===== config.mk =====
export PLATFORM = sky130hd
export DESIGN_NAME = tsoc_top
export DESIGN_NICKNAME = d
export VERILOG_FILES = /design/src/logic/tsoc_pkg.sv /design/src/logic/tsoc_top.sv
export VERILOG_INCLUDE_DIRS = /design/src /design/src/logic
export SDC_FILE = /design/constraint.sdc
export NUM_CORES = 1
export LEC_CHECK = 0
export ABC_AREA = 1
export BUFFER_PORTS_ARGS = -buffer_cell sky130_fd_sc_hd__buf_2
export CORE_AREA = 8 8 121 167
export CTS_BUF_LIST = sky130_fd_sc_hd__clkbuf_8 sky130_fd_sc_hd__clkbuf_16
export CTS_CLUSTER_SIZE = 10
export DETAILED_ROUTE_END_ITERATION = 6
export DIE_AREA = 0 0 129 175
export PLACE_DENSITY = 0.62
export SLEW_MARGIN = 20
export SYNTH_ARGS = -nofsm -noshare
export SYNTH_HDL_FRONTEND = slang
export SYNTH_SLANG_ARGS = --single-unit
export TNS_END_PERCENT = 10

===== constraint.sdc =====
create_clock -name i_clk -period 2.3 [get_ports i_clk]
set_input_delay 0.345 -clock i_clk [delete_from_list [all_inputs] [get_ports i_clk]]
set_output_delay 0.345 -clock i_clk [all_outputs]
set_load 0.02 [all_outputs]

===== src/logic/tsoc_regs.svh =====
// Register offsets, field positions and reset values of the timer event and compare block.
`ifndef TSOC_REGS_SVH
`define TSOC_REGS_SVH
`define TSOC_OFS_SWEVT 5'h00
`define TSOC_OFS_MODE1 5'h04
`define TSOC_OFS_CMP1 5'h08
`define TSOC_OFS_CMP2 5'h0C
`define TSOC_OFS_STS 5'h10
`define TSOC_OFS_POL 5'h14
`define TSOC_SW_OVF_BIT 0
`define TSOC_SW_CH_LSB 1
`define TSOC_SW_TRG_BIT 6
`define TSOC_CFG_LSB 0
`define TSOC_FAST_BIT 2
`define TSOC_BUF_BIT 3
`define TSOC_OCTRL_LSB 4
`define TSOC_CLR_EN_BIT 7
`define TSOC_CH_STRIDE 8
`define TSOC_TRGF_BIT 6
`define TSOC_MODE_RESET 16'h0000
`define TSOC_CMP_RESET 16'h0000
`define TSOC_POL_RESET 2'h0
`endif


===== src/logic/tsoc_pkg.sv =====
// Types shared by the timer event and compare block.
`default_nettype none
package tsoc_pkg;
  typedef enum logic [2:0] {
    OC_OFF, OC_SET, OC_CLR, OC_TGL, OC_LOW, OC_HIGH, OC_PWMA, OC_PWMB
  } tsoc_mode_e;
  typedef struct packed {
    logic read;
    logic write;
    logic [4:0] address;
    logic [31:0] writedata;
    logic [3:0] byteenable;
  } tsoc_avs_s;
  typedef struct packed {
    logic [15:0] counter;
    logic count_direction;
    logic trigger_event;
    logic overflow_event;
    logic outside_clear_input;
    logic ch1_own_filtered_input;
    logic ch2_filtered_to_ch1;
    logic ch2_own_filtered_input;
    logic ch1_filtered_to_ch2;
    logic internal_trigger_input;
  } tsoc_tmr_s;
  typedef struct packed {
    logic ack;
    logic [31:0] rdata;
    logic [15:0] mode_reg;
    logic [1:0] pol;
    logic trig_flag;
    logic trg_evt;
    logic ovf_evt;
    logic [3:0] ch_evt;
    logic [1:0][15:0] cmp_act;
    logic [1:0][15:0] cmp_shd;
    logic [1:0] lvl;
    logic [1:0] raw;
  } tsoc_state_s;
endpackage
`default_nettype wire


===== src/logic/tsoc_top.sv =====
// Software event generation and output compare for two timer channels.
`timescale 1ns/100ps
`default_nettype none
`include "tsoc_regs.svh"

module tsoc_top (
  input wire logic i_clk,
  input wire logic i_rstn,
  input wire tsoc_pkg::tsoc_avs_s i_avs,
  output logic o_avs_waitrequest,
  output logic [31:0] o_avs_readdata,
  input wire tsoc_pkg::tsoc_tmr_s i_tmr,
  output logic o_trigger_event,
  output logic o_overflow_event,
  output logic [3:0] o_channel_event,
  output logic o_trigger_flag,
  output logic [1:0] o_ch_raw_output,
  output logic [1:0] o_ch_output_signal,
  output logic [1:0] o_ch_output_connected,
  output logic [1:0] o_ch_input
);
  import tsoc_pkg::*;

  // ********************************
  // Functions.
  // ********************************
  function automatic logic [15:0] merge16(input logic [15:0] old, input logic [15:0] wd,
                                          input logic [1:0] be);
    logic [15:0] r;
    r = old;
    if (be[0]) begin
      r[7:0] = wd[7:0];
    end
    if (be[1]) begin
      r[15:8] = wd[15:8];
    end
    return r;
  endfunction

  function automatic logic pwm_level(input logic [2:0] mode, input logic dir,
                                     input logic [15:0] cmp, input logic [15:0] cnt);
    logic a;
    a = dir ? !(cmp < cnt) : (cmp > cnt);
    case (mode)
      OC_PWMA: pwm_level = a;
      OC_PWMB: pwm_level = !a;
      default: pwm_level = 1'b0;
    endcase
  endfunction

  function automatic logic sel_input(input logic [1:0] cfg, input logic own,
                                     input logic nbr, input logic itr);
    case (cfg)
      2'h1: sel_input = own;
      2'h2: sel_input = nbr;
      2'h3: sel_input = itr;
      default: sel_input = 1'b0;
    endcase
  endfunction

  // ********************************
  // Bus decode.
  // ********************************
  tsoc_state_s q;
  tsoc_state_s d;
  logic req;
  logic take;
  logic wr_take;
  logic [4:0] addr;
  logic [31:0] wd;
  logic trig;
  logic ovf;

  assign req = i_avs.read | i_avs.write;
  assign take = req & q.ack;
  assign wr_take = take & i_avs.write;
  assign addr = {i_avs.address[4:2], 2'h0};
  assign wd = i_avs.writedata;
  assign trig = i_tmr.trigger_event | q.trg_evt;
  assign ovf = i_tmr.overflow_event | q.ovf_evt;

  // ********************************
  // Next state.
  // ********************************
  always_comb begin
    logic [7:0] f;
    logic [2:0] mode;
    logic match;
    logic [15:0] v;
    f = 8'h00;
    mode = 3'h0;
    match = 1'b0;
    v = 16'h0000;
    d = q;
    d.ack = req & ~q.ack;
    d.trg_evt = 1'b0;
    d.ovf_evt = 1'b0;
    d.ch_evt = 4'h0;
    if (wr_take && addr == `TSOC_OFS_SWEVT && i_avs.byteenable[0]) begin
      d.trg_evt = wd[`TSOC_SW_TRG_BIT];
      d.ovf_evt = wd[`TSOC_SW_OVF_BIT];
      d.ch_evt = wd[`TSOC_SW_CH_LSB +: 4];
    end
    if (wr_take && addr == `TSOC_OFS_MODE1) begin
      d.mode_reg = merge16(q.mode_reg, wd[15:0], i_avs.byteenable[1:0]);
    end
    if (wr_take && addr == `TSOC_OFS_POL && i_avs.byteenable[0]) begin
      d.pol = wd[1:0];
    end
    if (wr_take && addr == `TSOC_OFS_STS && i_avs.byteenable[0] && !wd[`TSOC_TRGF_BIT]) begin
      d.trig_flag = 1'b0;
    end
    if (trig) begin
      d.trig_flag = 1'b1;
    end
    for (int i = 0; i < 2; i++) begin
      f = q.mode_reg[i*`TSOC_CH_STRIDE +: 8];
      mode = f[`TSOC_OCTRL_LSB +: 3];
      if (ovf && f[`TSOC_BUF_BIT]) begin
        d.cmp_act[i] = q.cmp_shd[i];
      end
      if (wr_take && addr == (i == 0 ? `TSOC_OFS_CMP1 : `TSOC_OFS_CMP2)) begin
        v = merge16(q.cmp_shd[i], wd[15:0], i_avs.byteenable[1:0]);
        d.cmp_shd[i] = v;
        if (!f[`TSOC_BUF_BIT]) begin
          d.cmp_act[i] = v;
        end
      end
      match = (i_tmr.counter == q.cmp_act[i]);
      d.lvl[i] = pwm_level(mode, i_tmr.count_direction, q.cmp_act[i], i_tmr.counter);
      case (mode)
        OC_SET: begin
          if (match) begin
            d.raw[i] = 1'b1;
          end
        end
        OC_CLR: begin
          if (match) begin
            d.raw[i] = 1'b0;
          end
        end
        OC_TGL: begin
          if (match) begin
            d.raw[i] = !q.raw[i];
          end
        end
        OC_LOW: d.raw[i] = 1'b0;
        OC_HIGH: d.raw[i] = 1'b1;
        OC_PWMA, OC_PWMB: begin
          d.raw[i] = q.lvl[i];
          if (f[`TSOC_FAST_BIT] && trig) begin
            d.raw[i] = (mode == OC_PWMA) ^ i_tmr.count_direction;
          end
        end
        default: d.raw[i] = q.raw[i];
      endcase
      if (f[`TSOC_CLR_EN_BIT] && i_tmr.outside_clear_input) begin
        d.raw[i] = 1'b0;
      end
      if (f[`TSOC_CFG_LSB +: 2] == 2'h0 && match) begin
        d.ch_evt[i] = 1'b1;
      end
    end
    if (req && !q.ack) begin
      case (addr)
        `TSOC_OFS_MODE1: d.rdata = {16'h0000, q.mode_reg};
        `TSOC_OFS_CMP1: d.rdata = {16'h0000, q.cmp_act[0]};
        `TSOC_OFS_CMP2: d.rdata = {16'h0000, q.cmp_act[1]};
        `TSOC_OFS_STS: d.rdata = {25'h0, q.trig_flag, 6'h00};
        `TSOC_OFS_POL: d.rdata = {30'h0, q.pol};
        default: d.rdata = 32'h00000000;
      endcase
    end
  end

  // ********************************
  // State register.
  // ********************************
  always_ff @(posedge i_clk) begin
    if (!i_rstn) begin
      q <= '0;
      q.mode_reg <= `TSOC_MODE_RESET;
      q.pol <= `TSOC_POL_RESET;
      q.cmp_act <= {2{`TSOC_CMP_RESET}};
      q.cmp_shd <= {2{`TSOC_CMP_RESET}};
    end else begin
      q <= d;
    end
  end

  // ********************************
  // Outputs.
  // ********************************
  assign o_avs_waitrequest = req & ~q.ack;
  assign o_avs_readdata = q.rdata;
  assign o_trigger_event = q.trg_evt;
  assign o_overflow_event = q.ovf_evt;
  assign o_channel_event = q.ch_evt;
  assign o_trigger_flag = q.trig_flag;
  assign o_ch_raw_output = q.raw;
  for (genvar g = 0; g < 2; g++) begin : g_out
    assign o_ch_output_connected[g] = q.mode_reg[g*8+4 +: 3] != OC_OFF;
    assign o_ch_output_signal[g] = o_ch_output_connected[g] & (q.raw[g] ^ q.pol[g]);
  end
  assign o_ch_input[0] = sel_input(q.mode_reg[1:0], i_tmr.ch1_own_filtered_input,
                                   i_tmr.ch2_filtered_to_ch1, i_tmr.internal_trigger_input);
  assign o_ch_input[1] = sel_input(q.mode_reg[9:8], i_tmr.ch2_own_filtered_input,
                                   i_tmr.ch1_filtered_to_ch2, i_tmr.internal_trigger_input);

  // ********************************
  // Assertions.
  // ********************************
  logic [2:0] mode1;
  assign mode1 = q.mode_reg[6:4];
endmodule
`default_nettype wire


Word-level counts from Yosys, hierarchy flattened
Index checks and enable logic that the tools add are counted.
{ "classes": {"magnitude_cmp": 4, "eq_ne": 33, "mux": 32, "bitwise": 14, "reduce_logical": 44} }
{ "op_table": {"columns": ["operator", "n"], "rows": [
  ["$mux W16", 6],
  ["$pmux W16 S5", 1],
  ["$eq A16 B16 Y1", 2],
  ["$gt A16 B16 Y1", 2],
  ["$lt A16 B16 Y1", 2],
  ["$mux W8", 4],
  ["$eq A3 B3 Y1 const B", 10],
  ["$logic_and A1 B1 Y1", 19],
  ["$eq A3 B2 Y1 const B", 6],
  ["$mux W1", 14],
  ["$ne A2 B2 Y1 const B", 6],
  ["$pmux W1 S6", 2],
  ["$reduce_bool A6 Y1", 2],
  ["$eq A3 B1 Y1 const B", 3],
  ["$eq A2 B2 Y1 const B", 4],
  ["$logic_not A1 Y1", 8],
  ["$reduce_and A4 Y1", 2],
  ["$reduce_or A2 Y1", 4],
  ["$pmux W1 S3", 2],
  ["$reduce_and A2 Y1", 3],
  ["$reduce_bool A3 Y1", 2],
  ["$and A1 B1 Y1", 5],
  ["$logic_not A5 Y1", 1],
  ["$eq A2 B1 Y1 const B", 2],
  ["7 further kinds", 15]
]} }
{ "totals": {"register_bits": 126, "inputBits": 70, "out_inout_bits": 48, "word_cells": 144} }

Depth between registers and ports, before layout
{ "depth": {"word_depth": 8, "depth_mapped": 14, "ltp_nobuf": 14} }

Worst setup path after synthesis
Ideal clock, no wire load.
{ "synth_path": {"path_type": "in2reg", "startpoint": "input i_tmr[24] in the netlist's numbering", "endpoint": "register q (netlist bit o_ch_raw_output[0])", "t_arrival_ps": 1380, "setup_slack_ps": 805, "stages": 11, "n_path_buf": 0, "cell_sequence": "inv_1 > ha_1 > nand2_1 > nor2_1 > nand2_1 > nor2_1 > nand2_1 > nand2_1 > nand4_1 > nand2_1 > nor2_1"} }
{ "synth_between": {"elab_chain_cells": 3, "elab_cells_between_ends": 5, "cone_classes": "eq/ne (4); reduce/logical (1)"} }
{ "synth_lines": {"columns": ["item", "line_no", "rtl"], "rows": [
  ["start: declaration", "tsoc_top.sv:12", "input wire tsoc_pkg::tsoc_tmr_s i_tmr,"],
  ["$eq A16 B16 Y1 (*)", "tsoc_top.sv:129", "match = (i_tmr.counter == q.cmp_act[i]);"],
  ["$ne A2 B2 Y1 (no line)", null, null],
  ["$reduce_and A4 Y1 (no line) (*)", null, null],
  ["end: declaration", "tsoc_top.sv:64", "tsoc_state_s q;"]
]} }
Mark *: on every way between the ends. The rest lies on a longest branch, timed or not.
A chain may end at the register's enable or synchronous reset.

Final worst setup path
{ "layout_path": {"startpoint": "register q[67] in the netlist's numbering", "endpoint": "register q (netlist bit o_channel_event[1])"} }
{ "layout_between": {"elab_chain_cells": 3} }
{ "layout_lines": {"columns": ["item", "line_no", "rtl"], "rows": [
  ["$eq A16 B16 Y1", "tsoc_top.sv:129", null],
  ["$logic_and A1 B1 Y1", "tsoc_top.sv:160", "if (f[`TSOC_CFG_LSB +: 2] == 2'h0 && match) begin"],
  ["$mux W1", "tsoc_top.sv:160", null]
]} }
No other way between the ends.

==> run_results.csv <==
group,metric,value,unit
run_status,status,"finished, final reports clean",
critical_path,ff2ff_path_depth,7,
sta,setup_viol,0,
floorplanning,die_h,175,µm
placed_design,place_hpwl,14200,µm
critical_path,startpoint_type,"register",
clocking,htree_num_levels,3,
clocking,post_cts_hold_buffer_count,0,
global_route,grt_pass1_wl,28300,µm
drt,dr.pass1.iters,5,
sta,hold_violations,0,
final_layout,syn2layout_area_growth,11.2,%
global_route,grt.total_usage,16.0,%
critical_path,cp_max_fo,3,
critical_path,arrival,2.07,ns
sta,fin_crit,1.81,ns
synth,syn_inst,849,
floorplanning,start_util,34.0,%
hold_path,holdCritPathClass,"primary input to register",
power_and_ir_drop,ir_drop,361,µV
power_and_ir_drop,leakagePower,3.02,nW
floorplanning,ios,118,
flow_run,maxCapViolations,0,
synth,seq_area_frac_synth,36.5,%
critical_path,cp_slowest_cell,"dfxtp_1",
global_route,grt_max_degree,38,
critical_path,slowest_delay,0.36,ns
final_layout,drive_gt1_share,13.9,%
global_route,antenna_found_initial,0,
critical_path,cp.required,2.56,ns
global_route,grt_pass1_vias,5345,
drt,vias_per_cell,4.93,
sta,fmax,552,MHz
sta,skew,0.00847,ns
power_and_ir_drop,p_per_area,565,nW/µm²
sta,rsz0062_at_grt,"no",
placed_design,portBuffers,81,
final_layout,insertedDiodeCount,0,
clocking,post_cts_resized,0,
clocking,clock_latency,0.35,ns
floorplanning,core_area,17800,µm²
clocking,postCtsSetupRepairBufs,0,
drt,wl_per_cell,15.8,µm
sta,slew_headroom,65.5,%
clocking,numCtsBuffers,9,
drt,drtIter0Drc,465,
global_route,grt_overflow,0,
clocking,cts.reportedPaths.clkPinSlew,0.07,ns
placed_design,dp.cells,1124,
sta,finalCritPeriodShare,78.8,%
critical_path,cp.depth,7,
sta,slew_violations,0,
final_layout,finalNonFillerCells,1138,
floorplanning,die_w,129,µm
sta,whs,0.246,ns
synth,ys_ff_latch,110,
drt,vias,5610,
final_layout,layout.nets,997,
floorplanning,die_area,22600,µm²
critical_path,crit_family,"simple AND/OR/NAND/NOR gates",
drt,drc_errors,0,
clocking,clockBufferDepth,2,
critical_path,cp.buffers_inverters,0,
sta,worst_pin_slew,0.517,ns
drt,drt-total-wl,18000,µm
final_layout,nFillCells,1943,
clocking,root_buffer,"clkbuf_16",
synth,yosys_warnings,0,
synth,syn_avg_cell_area,7.11,µm²
critical_path,critical_path.cell_chain,"ha_1, nand2_1, nor2_1, nand4_1, nor2_1, nand4_1, o21ai_0",
synth,synth_cell_type_count,37,
floorplanning,rows,58,
drt,ant_nets,0,
hold_path,hold_path_depth,3,
placed_design,gp_congestion,0.878,
synth,netlist_area,6040,µm²
sta,setup_tns,0,ns
critical_path,critPathKind,"register to register",
critical_path,end_kind,"register",
clocking,cts_tree,"done",
clocking,clock_sink_count,110,
per-layer routing:
layer | track usage (%) | vias to the layer above | routed length (µm)
li1 | - | 2895 | -
met1 | 18.4 | 2566 | 7530
met2 | 28.5 | 123 | 9230
met3 | 2.90 | 26 | 812
met4 | 5.80 | 0 | 388
met5 | 0 | - | 0
worst reg2reg max path: cells and delay by family, from the launching register on:
family	cells	cell delay, ns
compound gates	1	0.17
simple gates	5	0.89
fa+ha+maj	1	0.31
flops	1	0.36
Yosys cell counts:
library cell	number	area [µm²]
nor2_4	1	11.3
conb_1	1	3.75
o21ai_0	80	400
o2111ai_1	1	8.76
o22ai_1	1	6.26
inv_2	4	15.0
buf_6	1	11.3
clkbuf_1	21	78.8
nor2_2	3	18.8
inv_1	85	319
xnor2_1	2	17.5
ha_1	32	400
nand2_2	2	12.5
buf_4	43	323
o21ai_1	1	5.00
nand2_4	2	22.5
a21oi_1	99	495
dfxtp_1	110	2200
nand4_1	8	50.1
nand3_2	1	10.0
buf_2	9	45.0
nand3_1	30	150
clkinv_1	3	11.3
o211ai_1	18	135
xor2_1	1	8.76
nand2_1	175	657
o221ai_1	9	78.8
nor2_1	59	221
a21o_1	2	15.0
a311oi_1	5	43.8
nor3_1	1	5.00
or2_2	2	12.5
buf_1	2	7.51
a31oi_1	19	119
o21bai_1	1	7.51
a211oi_1	14	105
clkbuf_2	1	5.00
through the flow:
stage | instance area [µm²] | setup slack (ns) | util [%] | power (W)
floorplan | 6100 | 0.805 | - | 0.00226
global route | 6720 | 0.370 | 37.8 | 0.00394
finish | 6720 | 0.487 | 37.8 | 0.00379
global placement | 6450 | 0.392 | 36.3 | 0.00238
detailed placement | 6450 | 0.401 | 36.3 | 0.00239
CTS | 6720 | 0.508 | 37.8 | 0.00382
cell families (layout without fill, tap and decap cells):
| logic type | after synthesis | count (layout) | share of synthesized area, % |
|---|---|---|---|
| AOI/OAI and AO/OA | 250 | 250 | 23.5 |
| xor gates and xnor gates | 3 | 3 | 0.435 |
| adders and majority gates | 32 | 32 | 6.63 |
| buffers and inverters | 169 | 203 | 13.5 |
| DFF | 110 | 110 | 36.5 |
| other | 1 | 16 | 0.0621 |
| and+or+nand+nor | 284 | 284 | 19.4 |
worst paths after layout:
| path | start | endpoint | slack (ns) |
|---|---|---|---|
| worst max-delay path | q[67]$_SDFF_PN0_ | o_channel_event[1]$_SDFF_PN0_ | 0.49 |
| worst min-delay path | i_avs[8] | o_channel_event[3]$_SDFF_PN0_ | 0.25 |
| worst max register to register | q[67]$_SDFF_PN0_ | o_channel_event[1]$_SDFF_PN0_ | 0.49 |
| worst min register to register | o_avs_readdata[1]$_SDFFE_PN0P_ | o_avs_readdata[1]$_SDFFE_PN0P_ | 0.46 |
final cells by class:
type,instances,area (µm²),share of cell area (%)
Multi-Input combinational cell,585,3080,45.8
Clock inverter,4,25.0,0.373
Clock buffer,10,239,3.56
Timing Repair Buffer,97,526,7.83
Sequential cell,110,2200,32.8
Tap cell,240,300,4.47
Inverter,92,345,5.14
cell usage in the layout, fill, tap and decap left out, types with 2 or more instances in the layout:
master / instances
a211oi_1: 14
a21o_1: 2
a21oi_1: 99
a311oi_1: 5
a31oi_1: 19
buf_2: 81
buf_4: 16
clkbuf_16: 9
clkinv_1: 3
conb_1: 16
dfxtp_1: 110
ha_1: 32
inv_1: 86
inv_2: 4
nand2_1: 175
nand2_2: 2
nand2_4: 2
nand3_1: 30
nand4_1: 8
nor2_1: 59
nor2_2: 3
o211ai_1: 18
o21ai_0: 80
o221ai_1: 9
or2_2: 2
xnor2_1: 2
registers in the layout, indices dropped and copies added (netlist names):
register	flops
o_channel_event	4
o_trigger_flag	1
o_avs_readdata	16
mode1	3
q	82
o_ch_raw_output	2
o_trigger_event	1
o_overflow_event	1
report_power, final:
part / switching [W] / internal, W / leakage [nW]
combinational: 0.000272 / 0.000121 / 2.00
sequential: 0.0000215 / 0.00193 / 0.888
clock: 0.000696 / 0.000751 / 0.132
Power figures use the tool's default switching activity.
